**src/verilog/ata_cmd_map.svh**
```systemverilog
// opcodes, identify word addresses, values and sizes of the command decoder
`ifndef ATA_CMD_MAP_SVH
`define ATA_CMD_MAP_SVH

// opcodes
`define OP_RD_SEC0 8'h20
`define OP_RD_SEC1 8'h21
`define OP_RD_MULT 8'hC4
`define OP_RD_VFY0 8'h40
`define OP_RD_VFY1 8'h41
`define OP_WR_SEC0 8'h30
`define OP_WR_SEC1 8'h31
`define OP_WR_MULT 8'hC5
`define OP_WR_VFY 8'h3C
`define OP_WR_NOER 8'h38
`define OP_WM_NOER 8'hCD
`define OP_RD_DMA0 8'hC8
`define OP_RD_DMA1 8'hC9
`define OP_WR_DMA0 8'hCA
`define OP_WR_DMA1 8'hCB
`define OP_CHK_PWR0 8'hE5
`define OP_CHK_PWR1 8'h98
`define OP_SLEEP0 8'hE6
`define OP_SLEEP1 8'h99
`define OP_IDLE0 8'hE3
`define OP_IDLE1 8'h97
`define OP_IDLE_IM0 8'hE1
`define OP_IDLE_IM1 8'h95
`define OP_STBY0 8'hE2
`define OP_STBY1 8'h96
`define OP_STBY_IM0 8'hE0
`define OP_STBY_IM1 8'h94
`define OP_SET_MULT 8'hC6
`define OP_IDENTIFY 8'hEC
`define OP_SET_FEAT 8'hEF
`define OP_DIAG 8'h90
`define OP_ERASE 8'hC0
`define OP_FORMAT 8'h50

// set features: select multiword dma mode
`define FEAT_XFER_MODE 8'h03
`define XFER_MDMA_TAG 5'h04

// identify block
`define ID_LAST 8'hFF
`define W_GENCFG 8'h00
`define W_CYL 8'h01
`define W_HEADS 8'h03
`define W_SPT 8'h06
`define W_CAP_MSW 8'h07
`define W_CAP_LSW 8'h08
`define W_SER_LO 8'h0A
`define W_SER_HI 8'h13
`define W_ECC 8'h16
`define W_FW_LO 8'h17
`define W_FW_HI 8'h1A
`define W_MOD_LO 8'h1B
`define W_MOD_HI 8'h2E
`define W_MAXMULT 8'h2F
`define W_CAPAB 8'h31
`define W_PIO 8'h33
`define W_VALID 8'h35
`define W_CUR_CYL 8'h36
`define W_CUR_HEADS 8'h37
`define W_CUR_SPT 8'h38
`define W_CUR_LSW 8'h39
`define W_CUR_MSW 8'h3A
`define W_MULT_SET 8'h3B
`define W_LBA_LSW 8'h3C
`define W_LBA_MSW 8'h3D
`define W_MDMA 8'h3F
`define W_ADV_PIO 8'h40
`define W_MDMA_MIN 8'h41
`define W_MDMA_REC 8'h42
`define W_PIO_MIN 8'h43
`define W_PIO_IORDY 8'h44
`define W_MAJOR 8'h50
`define W_FEAT83 8'h53
`define W_FEAT84 8'h54
`define W_FEAT86 8'h56
`define W_FEAT87 8'h57

`define V_GENCFG 16'h848A
`define V_ECC 16'h0004
`define V_MAXMULT 16'h0001
`define V_CAP_DMA 16'h0300
`define V_CAP_NODMA 16'h0100
`define V_PIO 16'h0200
`define V_VALID 16'h0003
`define V_MULT_VLD 8'h01
`define V_MDMA_SUP 8'h07
`define V_ADV_PIO 16'h0003
`define V_CYC 16'h0078
`define V_FEAT83 16'h4004
`define V_FEAT84 16'h4000
`define V_FEAT86 16'h0004
`define V_FEAT87 16'h4000
`define V_ZERO 16'h0000

`define FIFO_DEPTH 32
`define FIFO_AW 5

`endif

```
**src/verilog/ata_cmd_pkg.sv**
```systemverilog
// types shared by the command decoder
`default_nettype none
package ata_cmd_pkg;
    typedef enum logic [4:0] {
        CMD_NONE = 5'h00, CMD_RD_SEC = 5'h01, CMD_RD_MULT = 5'h02,
        CMD_RD_VFY = 5'h03, CMD_WR_SEC = 5'h04, CMD_WR_MULT = 5'h05,
        CMD_WR_VFY = 5'h06, CMD_WR_NOER = 5'h07, CMD_WM_NOER = 5'h08,
        CMD_RD_DMA = 5'h09, CMD_WR_DMA = 5'h0A, CMD_CHK_PWR = 5'h0B,
        CMD_SLEEP = 5'h0C, CMD_IDLE = 5'h0D, CMD_IDLE_IM = 5'h0E,
        CMD_STBY = 5'h0F, CMD_STBY_IM = 5'h10, CMD_SET_MULT = 5'h11,
        CMD_IDENTIFY = 5'h12, CMD_SET_FEAT = 5'h13, CMD_DIAG = 5'h14,
        CMD_ERASE = 5'h15, CMD_FORMAT = 5'h16
    } cmd_t;
    typedef enum logic [1:0] {
        PWR_ACTIVE = 2'b00, PWR_IDLE = 2'b01, PWR_STBY = 2'b10,
        PWR_SLEEP = 2'b11
    } pwr_t;
    typedef enum logic [0:0] {
        ST_READY = 1'b0, ST_IDENT = 1'b1
    } state_t;
endpackage
`default_nettype wire

```
**src/verilog/ata_cmd_decode.sv**
```systemverilog
// command decoder with identify-data generator and its output fifo
`timescale 1ns/1ps
`default_nettype none
`include "ata_cmd_map.svh"

// ----------------------------------------
// fifo with registered output stage
// ----------------------------------------
module ata_id_fifo #(
    parameter int WIDTH = 16,
    parameter int DEPTH = 32,
    parameter int AW = 5
) (
    input wire logic clk,
    input wire logic rst_n,
    input wire logic in_valid,
    input wire logic [WIDTH-1:0] in_data,
    output logic in_ready,
    output logic out_valid,
    output logic [WIDTH-1:0] out_data,
    input wire logic out_ready
);
    logic [WIDTH-1:0] mem [DEPTH];
    logic [AW-1:0] wr_ptr;
    logic [AW-1:0] rd_ptr;
    logic [AW:0] count;
    wire full = (count == (AW+1)'(DEPTH));
    wire empty = (count == '0);
    wire push = in_valid && !full;
    wire load = !empty && (!out_valid || out_ready);
    assign in_ready = !full;

    always_ff @(posedge clk) begin
        if (push) begin
            mem[wr_ptr] <= in_data;
        end
    end

    always_ff @(posedge clk or negedge rst_n) begin
        if (!rst_n) begin
            wr_ptr <= '0;
            rd_ptr <= '0;
            count <= '0;
            out_valid <= 1'b0;
            out_data <= '0;
        end else begin
            if (push) begin
                wr_ptr <= wr_ptr + 1'b1;
            end
            if (load) begin
                rd_ptr <= rd_ptr + 1'b1;
                out_data <= mem[rd_ptr];
                out_valid <= 1'b1;
            end else if (out_ready) begin
                out_valid <= 1'b0;
            end
            count <= count + (AW+1)'(push) - (AW+1)'(load);
        end
    end
endmodule

// ----------------------------------------
// top: command decode and identify
// ----------------------------------------
module ata_cmd_decode
    import ata_cmd_pkg::*;
#(
    parameter logic [159:0] SERIAL = "          0000000001",
    parameter logic [63:0] FW_REV = "REV 1.00",
    parameter logic [319:0] MODEL =
        "FLASH CARD                              ",
    parameter logic [15:0] MAJOR_VER = 16'h0000
) (
    // clock and reset
    input wire logic I_CLK,
    input wire logic I_RESETN,
    // command register write and task-file inputs
    input wire logic I_CMD_WR,
    input wire logic [7:0] I_CMD,
    input wire logic [7:0] I_FEATURE,
    input wire logic [7:0] I_SECTOR_COUNT,
    // card configuration
    input wire logic I_IDE_MODE,
    input wire logic I_MDMA_SUPPORTED,
    input wire logic [31:0] I_TOTAL_SECTORS,
    input wire logic [15:0] I_CYLINDERS,
    input wire logic [15:0] I_HEADS,
    input wire logic [15:0] I_SECTORS_PER_TRACK,
    // decoded command
    output logic O_CMD_STB,
    output cmd_t O_CMD,
    output logic O_ABORT,
    output logic O_BUSY,
    output pwr_t O_POWER_STATE,
    output logic [7:0] O_MULT_COUNT,
    output logic [7:0] O_MDMA_ACTIVE,
    // identify data stream
    output logic O_ID_VALID,
    output logic [15:0] O_ID_DATA,
    input wire logic I_ID_READY
);
    state_t state;
    state_t next_state;
    logic [7:0] word_addr;
    logic [7:0] mult_count;
    logic [7:0] mdma_active;
    pwr_t pwr;
    logic [15:0] id_word;

    // ----------------------------------------
    // opcode decode
    // ----------------------------------------
    function automatic logic [5:0] decode_op(input logic [7:0] op);
        // bit 5 is the supported flag, low bits the command code
        case (op)
            `OP_RD_SEC0, `OP_RD_SEC1: decode_op = {1'b1, CMD_RD_SEC};
            `OP_RD_MULT: decode_op = {1'b1, CMD_RD_MULT};
            `OP_RD_VFY0, `OP_RD_VFY1: decode_op = {1'b1, CMD_RD_VFY};
            `OP_WR_SEC0, `OP_WR_SEC1: decode_op = {1'b1, CMD_WR_SEC};
            `OP_WR_MULT: decode_op = {1'b1, CMD_WR_MULT};
            `OP_WR_VFY: decode_op = {1'b1, CMD_WR_VFY};
            `OP_WR_NOER: decode_op = {1'b1, CMD_WR_NOER};
            `OP_WM_NOER: decode_op = {1'b1, CMD_WM_NOER};
            `OP_RD_DMA0, `OP_RD_DMA1: decode_op = {1'b1, CMD_RD_DMA};
            `OP_WR_DMA0, `OP_WR_DMA1: decode_op = {1'b1, CMD_WR_DMA};
            `OP_CHK_PWR0, `OP_CHK_PWR1: decode_op = {1'b1, CMD_CHK_PWR};
            `OP_SLEEP0, `OP_SLEEP1: decode_op = {1'b1, CMD_SLEEP};
            `OP_IDLE0, `OP_IDLE1: decode_op = {1'b1, CMD_IDLE};
            `OP_IDLE_IM0, `OP_IDLE_IM1: decode_op = {1'b1, CMD_IDLE_IM};
            `OP_STBY0, `OP_STBY1: decode_op = {1'b1, CMD_STBY};
            `OP_STBY_IM0, `OP_STBY_IM1: decode_op = {1'b1, CMD_STBY_IM};
            `OP_SET_MULT: decode_op = {1'b1, CMD_SET_MULT};
            `OP_IDENTIFY: decode_op = {1'b1, CMD_IDENTIFY};
            `OP_SET_FEAT: decode_op = {1'b1, CMD_SET_FEAT};
            `OP_DIAG: decode_op = {1'b1, CMD_DIAG};
            `OP_ERASE: decode_op = {1'b1, CMD_ERASE};
            `OP_FORMAT: decode_op = {1'b1, CMD_FORMAT};
            default: decode_op = {1'b0, CMD_NONE};
        endcase
    endfunction

    wire [5:0] dec = decode_op(I_CMD);
    wire dec_ok = dec[5];
    wire cmd_t dec_cmd = cmd_t'(dec[4:0]);
    wire take = I_CMD_WR && (state == ST_READY);
    wire accept = take && dec_ok;
    wire reject = take && !dec_ok;
    wire start_id = accept && (dec_cmd == CMD_IDENTIFY);
    wire mdma_sel = (I_FEATURE == `FEAT_XFER_MODE) &&
        (I_SECTOR_COUNT[7:3] == `XFER_MDMA_TAG);
    wire dma_ide = I_MDMA_SUPPORTED && I_IDE_MODE;

    // ----------------------------------------
    // identify word map
    // ----------------------------------------
    function automatic logic [15:0] str_word(input logic [319:0] s,
                                             input int nwords,
                                             input int idx);
        // first character lands in the high byte of each word
        str_word = s[(nwords - idx) * 16 - 1 -: 16];
    endfunction

    // unlisted words fall through to zero
    always_comb begin
        id_word = `V_ZERO;
        case (word_addr)
            `W_GENCFG: id_word = `V_GENCFG;
            `W_CYL, `W_CUR_CYL: id_word = I_CYLINDERS;
            `W_HEADS, `W_CUR_HEADS: id_word = I_HEADS;
            `W_SPT, `W_CUR_SPT: id_word = I_SECTORS_PER_TRACK;
            `W_CAP_MSW: id_word = I_TOTAL_SECTORS[31:16];
            `W_CAP_LSW: id_word = I_TOTAL_SECTORS[15:0];
            `W_ECC: id_word = `V_ECC;
            `W_MAXMULT: id_word = `V_MAXMULT;
            `W_CAPAB: id_word = I_MDMA_SUPPORTED ? `V_CAP_DMA
                                                 : `V_CAP_NODMA;
            `W_PIO: id_word = `V_PIO;
            `W_VALID: id_word = `V_VALID;
            `W_CUR_LSW: id_word = I_TOTAL_SECTORS[15:0];
            `W_CUR_MSW: id_word = I_TOTAL_SECTORS[31:16];
            `W_MULT_SET: id_word = {`V_MULT_VLD, mult_count};
            `W_LBA_LSW: id_word = I_TOTAL_SECTORS[15:0];
            `W_LBA_MSW: id_word = I_TOTAL_SECTORS[31:16];
            `W_MDMA: id_word = I_MDMA_SUPPORTED ?
                {mdma_active, `V_MDMA_SUP} : `V_ZERO;
            `W_ADV_PIO: id_word = `V_ADV_PIO;
            `W_MDMA_MIN, `W_MDMA_REC:
                id_word = dma_ide ? `V_CYC : `V_ZERO;
            `W_PIO_MIN, `W_PIO_IORDY: id_word = `V_CYC;
            `W_FEAT83: id_word = `V_FEAT83;
            `W_FEAT84: id_word = `V_FEAT84;
            `W_FEAT86: id_word = `V_FEAT86;
            `W_FEAT87: id_word = `V_FEAT87;
            `W_MAJOR: id_word = MAJOR_VER;
            default: begin
                if (word_addr >= `W_SER_LO && word_addr <= `W_SER_HI) begin
                    id_word = str_word({160'h0, SERIAL}, 10,
                        int'(word_addr - `W_SER_LO));
                end else if (word_addr >= `W_FW_LO &&
                             word_addr <= `W_FW_HI) begin
                    id_word = str_word({256'h0, FW_REV}, 4,
                        int'(word_addr - `W_FW_LO));
                end else if (word_addr >= `W_MOD_LO &&
                             word_addr <= `W_MOD_HI) begin
                    id_word = str_word(MODEL, 20,
                        int'(word_addr - `W_MOD_LO));
                end
            end
        endcase
    end

    // ----------------------------------------
    // identify streaming into the fifo
    // ----------------------------------------
    wire fifo_ready;
    wire push = (state == ST_IDENT);
    wire push_done = push && fifo_ready;
    wire last_word = push_done && (word_addr == `ID_LAST);

    always_comb begin
        next_state = state;
        case (state)
            ST_READY: begin
                if (start_id) begin
                    next_state = ST_IDENT;
                end
            end
            ST_IDENT: begin
                if (last_word) begin
                    next_state = ST_READY;
                end
            end
            default: next_state = ST_READY;
        endcase
    end

    ata_id_fifo #(
        .WIDTH(16),
        .DEPTH(`FIFO_DEPTH),
        .AW(`FIFO_AW)
    ) u_fifo (
        .clk(I_CLK),
        .rst_n(I_RESETN),
        .in_valid(push),
        .in_data(id_word),
        .in_ready(fifo_ready),
        .out_valid(O_ID_VALID),
        .out_data(O_ID_DATA),
        .out_ready(I_ID_READY)
    );

    always_ff @(posedge I_CLK or negedge I_RESETN) begin
        if (!I_RESETN) begin
            state <= ST_READY;
            word_addr <= 8'h00;
        end else begin
            state <= next_state;
            if (start_id) begin
                word_addr <= 8'h00;
            end else if (push_done) begin
                word_addr <= word_addr + 8'h01;
            end
        end
    end

    // ----------------------------------------
    // command outputs and card state
    // ----------------------------------------
    always_ff @(posedge I_CLK or negedge I_RESETN) begin
        if (!I_RESETN) begin
            O_CMD_STB <= 1'b0;
            O_CMD <= CMD_NONE;
            O_ABORT <= 1'b0;
            O_BUSY <= 1'b0;
        end else begin
            O_CMD_STB <= accept;
            O_ABORT <= reject;
            if (take) begin
                O_CMD <= dec_cmd;
            end
            O_BUSY <= (next_state == ST_IDENT);
        end
    end

    always_ff @(posedge I_CLK or negedge I_RESETN) begin
        if (!I_RESETN) begin
            pwr <= PWR_ACTIVE;
            mult_count <= 8'h00;
            mdma_active <= 8'h00;
        end else if (accept) begin
            case (dec_cmd)
                CMD_SLEEP: pwr <= PWR_SLEEP;
                CMD_IDLE, CMD_IDLE_IM: pwr <= PWR_IDLE;
                CMD_STBY, CMD_STBY_IM: pwr <= PWR_STBY;
                CMD_SET_MULT: begin
                    mult_count <= I_SECTOR_COUNT;
                    pwr <= PWR_ACTIVE;
                end
                CMD_SET_FEAT: begin
                    if (mdma_sel && I_MDMA_SUPPORTED) begin
                        mdma_active <= 8'h01 << I_SECTOR_COUNT[2:0];
                    end
                    pwr <= PWR_ACTIVE;
                end
                CMD_CHK_PWR: pwr <= pwr;
                default: pwr <= PWR_ACTIVE;
            endcase
        end
    end

    always_ff @(posedge I_CLK or negedge I_RESETN) begin
        if (!I_RESETN) begin
            O_POWER_STATE <= PWR_ACTIVE;
            O_MULT_COUNT <= 8'h00;
            O_MDMA_ACTIVE <= 8'h00;
        end else begin
            O_POWER_STATE <= pwr;
            O_MULT_COUNT <= mult_count;
            O_MDMA_ACTIVE <= mdma_active;
        end
    end
endmodule
`default_nettype wire

```
**config.mk**
```make
export PLATFORM = sky130hd
export DESIGN_NAME = ata_cmd_decode
export DESIGN_NICKNAME = d
export VERILOG_FILES = /design/src/verilog/ata_cmd_pkg.sv /design/src/verilog/ata_cmd_decode.sv
export VERILOG_INCLUDE_DIRS = /design/src /design/src/verilog
export SDC_FILE = /design/constraint.sdc
export NUM_CORES = 1
export LEC_CHECK = 0
export BUFFER_PORTS_ARGS = -buffer_cell sky130_fd_sc_hd__buf_4
export CORE_MARGIN = 2
export CORE_UTILIZATION = 60
export DETAILED_ROUTE_END_ITERATION = 10
export PLACE_DENSITY = 0.8
export SETUP_SLACK_MARGIN = 0.1
export SLEW_MARGIN = 20
export SYNTH_ARGS = -nofsm -noshare
export SYNTH_HDL_FRONTEND = slang
export SYNTH_SLANG_ARGS = --single-unit
```
**constraint.sdc**
```tcl
create_clock -name I_CLK -period 11.11 [get_ports I_CLK]
set_input_delay 2.222 -clock I_CLK [delete_from_list [all_inputs] [get_ports I_CLK]]
set_output_delay 2.222 -clock I_CLK [all_outputs]
set_load 0.005 [all_outputs]
```
== Word-level counts from Yosys, hierarchy flattened ==
Memory sizes are Yosys's and may differ from the RTL's. A register that Yosys moved wholly into a read port is not among the register bits.
Index checks and enable logic that the tools add are counted.

* Bits in registers: 69
* Bits in latches: 0
* Bits in writable memories: 512
* ROM bits: 0
* Input port bits: 110
* Output and inout port bits: 43
* Logic and storage cells: 184
* Memories kept: 1

{| class="wikitable"
|+ Memory list
! memory !! depth !! width !! read ports !! clocked after memory_dff !! write ports !! line !! RTL
|-
| u_fifo.mem || 32 || 16 || 1 || 1 || 1 || ata_cmd_decode.sv:23 || <nowiki>logic [WIDTH-1:0] mem [DEPTH];</nowiki>
|}

* Add/sub/neg operators: 14
* $mul: 0
* Div/mod/pow operators: 0
* Magnitude comparators: 6
* Eq/ne operators: 75
* Shift-type cells: 4
* Muxes and demuxes: 18
* Bitwise logic cells: 2
* Reduce and logical (&&, ||, !) cells: 49

{| class="wikitable"
|+ Operator list
! cell !! count
|-
| $shiftx A335 B15 Y16 const A || 3
|-
| $pmux W16 S18 || 1
|-
| $eq A8 B8 Y1 const B || 25
|-
| $eq A8 B6 Y1 const B || 19
|-
| $pmux W6 S22 || 1
|-
| $eq A8 B7 Y1 const B || 13
|-
| $mux W16 || 4
|-
| $sub A14 B2 Y15 const B || 3
|-
| $reduce_or A2 Y1 || 21
|-
| $eq A5 B4 Y1 const B || 5
|-
| $eq A5 B5 Y1 const B || 4
|-
| $sub A8 B5 Y9 const B || 2
|-
| $eq A8 B2 Y1 const B || 2
|-
| $eq A8 B3 Y1 const B || 2
|-
| $ge A8 B5 Y1 const B || 2
|-
| $le A8 B5 Y1 const B || 2
|-
| $mux W8 || 2
|-
| $logic_and A1 B1 Y1 || 13
|-
| $add A5 B1 Y5 const B || 2
|-
| $mux W10 || 1
|-
| $sub A4 B9 Y10 const A || 1
|-
| $sub A5 B9 Y10 const A || 1
|-
| $sub A6 B9 Y10 const A || 1
|-
| $sub A8 B4 Y9 const B || 1
|-
| other kinds (24) || 37
|}

== Depth between registers and ports, before layout ==
Gate-level depths: netlist of the first run.

* Depth in word-level cells: 8
* Mapped depth: 16

== Cells and area by module ==
A second synthesis of the first run with hierarchy kept.

* Cell total of the unflattened synthesis: 1689
* Area total of the unflattened synthesis: 26336.5 um^2

{| class="wikitable"
|+ By module, submodules not included
! module !! times used !! cells an instance !! area an instance (um^2) !! sequential area each (um^2)
|-
| ata_id_fifo || 1 || 1081 || 21399.3 || 16200.5
|-
| ata_cmd_decode || 1 || 608 || 4937.2 || 1301.2
|}

== Worst setup path before layout of the first run ==
OpenSTA, ideal clock, no wires.

* Path type: register to register
* Start point: register word_addr[2]
* End point: memory u_fifo.mem[0][3] (data pin)
* Arrival time: 4.424 ns
* Path slack: 6.070 ns
* Stages on the path, launching flop included: 11
* Buffers on the path: 2
* Clock period less this slack: 5.040 ns
* Cell sequence: dfrtp_1 -> buf_2 -> inv_1 -> clkbuf_1 -> ha_1 -> nand2_1 -> a311oi_1 -> a22oi_1 -> nor4b_2 -> nand2_1 -> o311ai_0

* Longest elaborated chain between the ends: 8

{| class="wikitable"
|+ Ends and longest elaborated chain
! item !! line !! RTL
|-
| start, declared || ata_cmd_decode.sv:104 || <nowiki>logic [7:0] word_addr;</nowiki>
|-
| start signal, assigned || ata_cmd_decode.sv:261 || <nowiki>word_addr <= word_addr + 8'h01;</nowiki>
|-
| $sub A8 B5 Y9 (no line) || n/a ||
|-
| $sub A6 B9 Y10 || ata_cmd_decode.sv:160 || <nowiki>str_word = s[(nwords - idx) * 16 - 1 -: 16];</nowiki>
|-
| $sub A14 B2 Y15 || ata_cmd_decode.sv:160 ||
|-
| $shiftx A335 B15 Y16 || ata_cmd_decode.sv:160 ||
|-
| $mux W16 || ata_cmd_decode.sv:203 || <nowiki>end else if (word_addr >= `W_MOD_LO &&</nowiki>
|-
| $mux W16 || ata_cmd_decode.sv:199 || <nowiki>end else if (word_addr >= `W_FW_LO &&</nowiki>
|-
| $mux W16 || ata_cmd_decode.sv:196 || <nowiki>if (word_addr >= `W_SER_LO && word_addr <= `W_SER_HI) begin</nowiki>
|-
| $pmux W16 S18 (*) || ata_cmd_decode.sv:166 || <nowiki>case (word_addr)</nowiki>
|-
| net id_word[3] || ata_cmd_decode.sv:108 || <nowiki>logic [15:0] id_word;</nowiki>
|-
| end, declared || ata_cmd_decode.sv:23 ||
|}

The timed path passes the listed nets; every way through them passes the cells marked *.

== Worst setup path after layout of the first run ==
* Start point: register word_addr[0]
* End point: memory u_fifo.mem[30][5] (data pin)

Same word-level chain as after synthesis.

==> reports/summary.txt, run 1 <==
Outcome -> finished, final reports clean
TritonCTS clock tree -> yes
Synth Register Bits -> 597
Drt initial violations -> 2021
Worst slew pin tran -> 1.04 ns
Initial Utilization -> 60.9%
H-tree levels -> 2
Post-Layout Cell Count -> 2205
Post-synthesis mux area share -> 15.8%
R2R Path End -> u_fifo.mem[30][5]
Beginning of the worst hold path -> pwr[0]
I/O Buffers -> 152
Clk slew on worst S/H paths -> 0.06 ns
Psw -> 1.95 mW
Max-cap viol count -> 0
Top FF cell, synth -> edfxtp_1
Synthesized cell area -> 0.0256 mm^2
Setup TNS -> 0 ns
PwrDens -> 214 mW/mm^2
Commonest non-fill, non-tap cells in the layout -> 512 x edfxtp_1, 198 x buf_4, 160 x mux4_2
CTS Buf Count -> 57
Fillers -> 2555
Die Wd -> 210 um
Critical Path RT -> 11.26 ns
Die footprint -> 0.0443 mm^2
Diodes inserted -> 0
P&R area growth vs syn -> 14.9%
Simple-Gate Fraction of Synth Area -> 5.98%
Max FO, Critical Path -> 32
Placed instance area -> 0.0275 mm^2
Synth Area in Adders -> 1.25%
Die Y-Extent -> 210 um
Max Fclk -> 0.216 GHz
Synth warn -> 0
Sequential element share of the synthesized area -> 68.4%
GRT overflow -> 0
Clk network pwr share -> 29.9%
Post-synth EDFFs -> 512
Global-route usage over all layers -> 31.3%
Setup CP Type -> reg2reg
# rows -> 75
Root Buffer -> clkbuf_16
Global-route wire length before repair -> 99500 um
Worst Hold End -> O_POWER_STATE[0]
Placed insts -> 2095
Synth cell types -> 95
Routed vias -> 15.1k
Num ports -> 153
Vias in the first global route -> 15.4k
WHS Path Cells -> 0
Final GP Congestion -> 0.967
Worst r2r src -> word_addr[0]
Final core utilization -> 69.9%
Vias per cell -> 6.86
Share of cells above drive strength 1 -> 30.9%
Internal -> 4.33 mW
Sw frac -> 31.1%
Max-Slew Margin vs Limit -> 30.7%
WL final -> 67600 um
CORE AREA -> 0.0420 mm^2
FF-to-FF path depth -> 9
Fin crit period -> 4.64 ns
Final setup vio count -> 0
Tcrit/Tclk final -> 41.7%
Longest Clk Path Bufs -> 3
Post-DP HPWL -> 39800 um
Comb power frac -> 27.3%
Leakage -> 9.87 nW
Final Cell Area -> 0.0294 mm^2
Clk_lat worst skew -> 0.63 ns
Largest family of logic cells by synthesized area -> multiplexers
Post-Syn Instances -> 1445
First-pass DRT Iterations -> 5
Hold Path Class -> reg2reg
Most common cell after layout, fill and taps aside -> edfxtp_1
WL/cell -> 30.7 um
Final #Nets -> 1752
Net Count, Synth -> 1580
Syn avg cell area -> 17.7 um^2
WP data arrival -> 4.79 ns
Slew Limit Fails -> 0
Initial antenna violation count -> 0
Post-Route Skew -> 0.0437 ns
Asr flop ratio synth -> 14.2%
Compound-Gate Fraction of Synth Area -> 5.33%
DRT antenna net count -> 0
Largest net degree at the start of global routing -> 117
Final hold vios -> 0
Setup slack, reg-to-reg -> 6.47 ns
Post-cts resize count -> 0
RSZ-0062 raised after global routing -> no
Post-Synth XOR/XNOR Area -> 1.27%
Post-CTS Setup Inserts -> 0
Sequential Power Share -> 42.8%
CTS Hold Bufs -> 0
VDD IR max -> 0.000279 V
Clk sinks -> 597
Critical path endpoint category -> flip-flop
CP startpoint kind -> flip-flop
Residual DRC -> 0
power by group through the flow:
stage	Sequential, mW	Combinational, mW	Clock (mW)
finish	2.69	1.72	1.88
detailed placement	2.74	1.69	0
global placement	2.74	1.65	0
floorplan	2.62	1.29	0
global route	2.71	1.84	1.97
CTS	2.69	1.71	1.90
area by class of cell:
type / instances / area [um^2] / area share [%]
Timing Repair Buffer: 202 / 1550 / 5.28
Multi-Input combinational cell: 732 / 7750 / 26.4
Inverter: 27 / 101 / 0.345
Tap cell: 539 / 674 / 2.29
Clock buffer: 74 / 1520 / 5.17
Clock inverter: 34 / 290 / 0.987
Sequential cell: 597 / 17500 / 59.6
per-stage QoR:
| stage | power, mW | hold slack (ns) | setup slack, ns |
|---|---|---|---|
| 2_1_floorplan | 3.92 | 0.350 | 6.07 |
| 3_3_place_gp | 4.39 | 0.373 | 6.40 |
| 3_5_place_dp | 4.43 | 0.374 | 6.34 |
| 4_1_cts | 6.30 | 0.381 | 6.35 |
| 5_1_grt | 6.52 | 0.390 | 6.32 |
| 6_report | 6.28 | 0.379 | 6.47 |
metal layers:
| metal | GRT usage [%] | wire (um) | vias to the layer above |
|---|---|---|---|
| met5 | 0 | 0 | - |
| met4 | 11.7 | 2710 | 0 |
| met3 | 7.39 | 7300 | 188 |
| met2 | 52.2 | 33700 | 1032 |
| met1 | 40.5 | 23900 | 7709 |
| li1 | - | - | 6200 |
cells by family after synthesis:
logic type / Yosys count
flops: 597
simple gates: 284
mux: 198
compound gates: 188
buf+inv: 116
xor+xnor: 37
fa+ha+maj: 25
Yosys cell counts (4+ instances only):
| master | instances | share of area, % |
|---|---|---|
| or3_1 | 6 | 0.15 |
| nand3_1 | 36 | 0.70 |
| and3_1 | 10 | 0.24 |
| a222oi_1 | 5 | 0.20 |
| xor2_1 | 15 | 0.51 |
| o21a_1 | 4 | 0.12 |
| o31a_1 | 4 | 0.14 |
| buf_2 | 26 | 0.51 |
| a31oi_1 | 4 | 0.098 |
| nor3b_1 | 4 | 0.12 |
| buf_1 | 10 | 0.15 |
| inv_1 | 25 | 0.37 |
| edfxtp_1 | 512 | 60 |
| a211oi_1 | 6 | 0.18 |
| nor4b_1 | 4 | 0.14 |
| a21oi_1 | 43 | 0.84 |
| o2111ai_1 | 7 | 0.24 |
| o211ai_1 | 5 | 0.15 |
| a221oi_1 | 14 | 0.48 |
| nor2b_1 | 10 | 0.24 |
| nand3b_1 | 5 | 0.15 |
| nand4_1 | 10 | 0.24 |
| clkbuf_1 | 45 | 0.66 |
| mux2i_1 | 17 | 0.67 |
| nand2b_1 | 6 | 0.15 |
| a22oi_1 | 22 | 0.65 |
| and3b_1 | 4 | 0.14 |
| xnor2_1 | 22 | 0.75 |
| nor3_1 | 6 | 0.12 |
| mux2_4 | 8 | 0.47 |
| nand4bb_1 | 4 | 0.18 |
| ha_1 | 24 | 1.2 |
| a21o_1 | 5 | 0.15 |
| nand2_1 | 61 | 0.89 |
| nor2_1 | 86 | 1.3 |
| o21ai_0 | 20 | 0.39 |
| dfrtp_1 | 85 | 8.3 |
| mux4_2 | 160 | 14 |
| nor4_1 | 4 | 0.098 |
| mux2_2 | 11 | 0.48 |
worst max-delay path, stage by stage (launching register included):
cell,delay (ns)
dfrtp_1,0.36
buf_4,0.28
ha_1,0.66
inv_1,0.25
nor2_1,0.19
a221oi_1,0.11
a2111oi_2,0.77
a211o_1,0.37
o32ai_1,0.19
or4b_1,0.98
worst max-delay path by stage:
stage / start / endpoint / slack (ns) / cells past startpoint
2_1_floorplan: word_addr[2] / u_fifo.mem[0][3] / 6.07 / 10
3_3_place_gp: I_ID_READY / u_fifo.count[4] / 6.40 / 13
3_5_place_dp: I_MDMA_SUPPORTED / u_fifo.mem[5][2] / 6.34 / 6
4_1_cts: word_addr[2] / u_fifo.mem[24][1] / 6.35 / 10
5_1_grt: word_addr[0] / u_fifo.mem[30][5] / 6.32 / 9
6_report: word_addr[0] / u_fifo.mem[30][5] / 6.47 / 9
sequential cells by signal (all words and copies together), names as in the netlist:
| name | cells |
|---|---|
| u_fifo.mem | 512 |
| u_fifo.out_data | 16 |
| O_MDMA_ACTIVE | 8 |
| O_MULT_COUNT | 8 |
| mdma_active | 8 |
| mult_count | 8 |
| word_addr | 8 |
| u_fifo.count | 6 |
| O_CMD | 5 |
| u_fifo.rd_ptr | 5 |
| u_fifo.wr_ptr | 5 |
| O_POWER_STATE | 2 |
| pwr | 2 |
| O_ABORT | 1 |
| O_BUSY | 1 |
| O_CMD_STB | 1 |
| u_fifo.out_valid | 1 |
Note: power is estimated with default switching activity, not from simulation.
==> inputs of run 2 (changes only) <==
Settings changed: CORE_UTILIZATION 60 to 55, PLACE_DENSITY 0.8 to 0.77.
Clock period 11.11 ns to 4.1 ns, I/O delays scaled along.
==> run 2 against run 1 <==
  * Sequential power grew to 2.7 times the previous value
  * Register-to-register slack worse by 6.1 ns
  * Final area is 1.7% higher
  * Worst hold slack worse by 0.23 ns
  * Power rose to 2.7 times the previous value
  * Clock skew decreased by 0.025 ns
  * Sequential share of layout area fell by 1.0 points
  * Via count hardly changed
  * Largest cell class unchanged
  * Highest routed layer unchanged
  * Fmax rose by 24%
  * Setup slack got worse by 6.1 ns
  * Non-clock buffer count grew 55
==> reports/summary.txt, run 2 (synthesized netlist as in run 1, its figures left out) <==
Outcome -> finished, final reports clean (unchanged)
Leakage -> 10.1 nW (was 9.87 nW)
Critical path endpoint category -> flip-flop (unchanged)
Hold Path Class -> in2async (was reg2reg)
# rows -> 79 (was 75)
Post-CTS Setup Inserts -> 0 (unchanged)
Vias in the first global route -> 15.1k (was 15.4k)
Critical path, cell by cell -> buf_4 > ha_1 > nand2_1 > nor2_1 > and3_1 > a222oi_1 > a21boi_0 > o211ai_1 > or3_2 (was buf_4 > ha_1 > inv_1 > nor2_1 > a221oi_1 > a2111oi_2 > a211o_1 > o32ai_1 > or4b_1)
Post-cts resize count -> 0 (unchanged)
Post-Route Skew -> 0.0189 ns (was 0.0437 ns)
Largest register FFs -> 512 (unchanged)
Final GP Congestion -> 0.970 (was 0.967)
Critical Path RT -> 4.34 ns (was 11.26 ns)
Final setup vio count -> 0 (unchanged)
Tcrit/Tclk final -> 90.9% (was 41.7%)
Global-route wire length before repair -> 100000 um (was 99500 um)
Die footprint -> 0.0483 mm^2 (was 0.0443 mm^2)
Root Buffer -> clkbuf_16 (unchanged)
Commonest non-fill, non-tap cells in the layout -> 512 x edfxtp_1, 246 x buf_4, 160 x mux4_2 (was 512 x edfxtp_1, 198 x buf_4, 160 x mux4_2)
Residual DRC -> 0 (unchanged)
WL final -> 68000 um (was 67600 um)
CP peak stage delay -> 0.79 ns (was 0.98 ns)
Final hold vios -> 0 (unchanged)
TritonCTS clock tree -> yes (unchanged)
Drt initial violations -> 1798 (was 2021)
Die Wd -> 220 um (was 210 um)
WP data arrival -> 3.96 ns (was 4.79 ns)
Initial Utilization -> 55.3% (was 60.9%)
Routed vias -> 15.1k (about the same)
Num ports -> 153 (unchanged)
Worst slew pin tran -> 0.962 ns (was 1.04 ns)
Diodes inserted -> 0 (unchanged)
Most common cell after layout, fill and taps aside -> edfxtp_1 (unchanged)
Post-DP HPWL -> 43400 um (was 39800 um)
Max FO, Critical Path -> 32 (unchanged)
Vias per cell -> 6.51 (was 6.86)
VDD IR max -> 0.00101 V (was 0.000279 V)
Max Fclk -> 0.268 GHz (was 0.216 GHz)
Setup CP Type -> reg2reg (unchanged)
Slew Limit Fails -> 0 (unchanged)
CTS Hold Bufs -> 0 (unchanged)
GRT overflow -> 0 (unchanged)
WL/cell -> 29.3 um (was 30.7 um)
CP startpoint kind -> flip-flop (unchanged)
Fin crit period -> 3.73 ns (was 4.64 ns)
Top Registers -> u_fifo.mem (512), u_fifo.out_data (16) (unchanged)
Share of cells above drive strength 1 -> 33.9% (was 30.9%)
Largest net degree at the start of global routing -> 56 (was 117)
Clk slew on worst S/H paths -> 0.07 ns (was 0.06 ns)
Die Y-Extent -> 220 um (was 210 um)
Placed instance area -> 0.0282 mm^2 (was 0.0275 mm^2)
CORE AREA -> 0.0463 mm^2 (was 0.0420 mm^2)
Max-Slew Margin vs Limit -> 35.9% (was 30.7%)
DRT antenna net count -> 0 (unchanged)
Final hold slack -> 0.147 ns (was 0.379 ns)
PwrDens -> 569 mW/mm^2 (was 214 mW/mm^2)
Slowest-stage cell, CP -> or3_2 (was or4b_1)
Largest reg by FF count -> u_fifo.mem (unchanged)
Final core utilization -> 64.6% (was 69.9%)
PnR Total Power -> 17.0 mW (was 6.28 mW)
Max-cap viol count -> 0 (unchanged)
Final #Nets -> 1806 (was 1752)
Global-route usage over all layers -> 29.1% (was 31.3%)
I/O Buffers -> 152 (unchanged)
RSZ-0062 raised after global routing -> no (unchanged)
First-pass DRT Iterations -> 6 (was 5)
P&R area growth vs syn -> 16.9% (was 14.9%)
Clk_lat worst skew -> 0.61 ns (was 0.63 ns)
H-tree levels -> 2 (unchanged)
Final Cell Area -> 0.0299 mm^2 (was 0.0294 mm^2)
Clk sinks -> 597 (unchanged)
CTS Buf Count -> 56 (was 57)
Longest Clk Path Bufs -> 3 (unchanged)
Initial antenna violation count -> 0 (unchanged)
run 2: cell count changes in the layout (fill, tap and decap cells not counted), moves of 3 or more:
cell and change:
nor2_1 -19, clkbuf_1 +3, clkinvlp_4 -5, bufinv_16 -3
buf_8 -3, buf_12 +9, buf_4 +48, clkbuf_8 +4
nor2_2 +19, clkinv_1 -3
run 2: worst max-delay path: cells and delay by family (launching register included):
kind / cells / cell delay [ns]
AO/OA/AOI/OAI: 3 / 0.94
AND/OR/NAND/NOR: 4 / 1.48
adder cells (fa/ha/maj): 1 / 0.37
buffers and inverters: 1 / 0.16
flip-flops: 1 / 0.38
run 2: final cells by class:
class	instances	area (um^2)
inverter	27	101
clock buffer	80	1560
fill	3161	16400
timing repair buffer	257	2060
multi-input combinational	732	7770
sequential	597	17500
tap	607	759
clock inverter	24	141
run 2: worst paths after layout:
kind | slack (ns) | cells after the start | from | endpoint
max in group asynchronous | 3.14 | 2 | I_RESETN | pwr[0]
setup / recovery | 0.37 | 9 | word_addr[0] | u_fifo.mem[31][12]
hold / removal | 0.15 | 1 | I_RESETN | O_MULT_COUNT[7]
hold reg to reg | 0.39 | 0 | pwr[1] | O_POWER_STATE[1]
setup reg to reg | 0.37 | 9 | word_addr[0] | u_fifo.mem[31][12]
min in group I_CLK | 0.39 | 0 | pwr[1] | O_POWER_STATE[1]
run 2: per-layer routing:
metal | wire, um | up-vias | GRT usage [%]
met5 | 0 | - | 0
met4 | 2380 | 0 | 9.33
met3 | 6390 | 146 | 5.51
met2 | 34200 | 934 | 49.4
met1 | 25000 | 7729 | 38.4
li1 | - | 6322 | -
run 2: power by group:
| part | internal (mW) | switching [mW] | leakage [nW] |
|---|---|---|---|
| clock | 2.66 | 2.19 | 0.847 |
| sequential | 6.87 | 0.348 | 5.46 |
| combinational | 2.23 | 2.72 | 3.81 |
run 2: stage by stage:
step                      setup WS [ns]  TNS (ns)  instances
final                             0.373         0       2324
after global routing              0.155         0       2324
after CTS                         0.202         0       2323
after detailed placement          0.227         0       2219
after global placement            0.338         0       2219
after floorplan                  -0.382    -33.26       1445
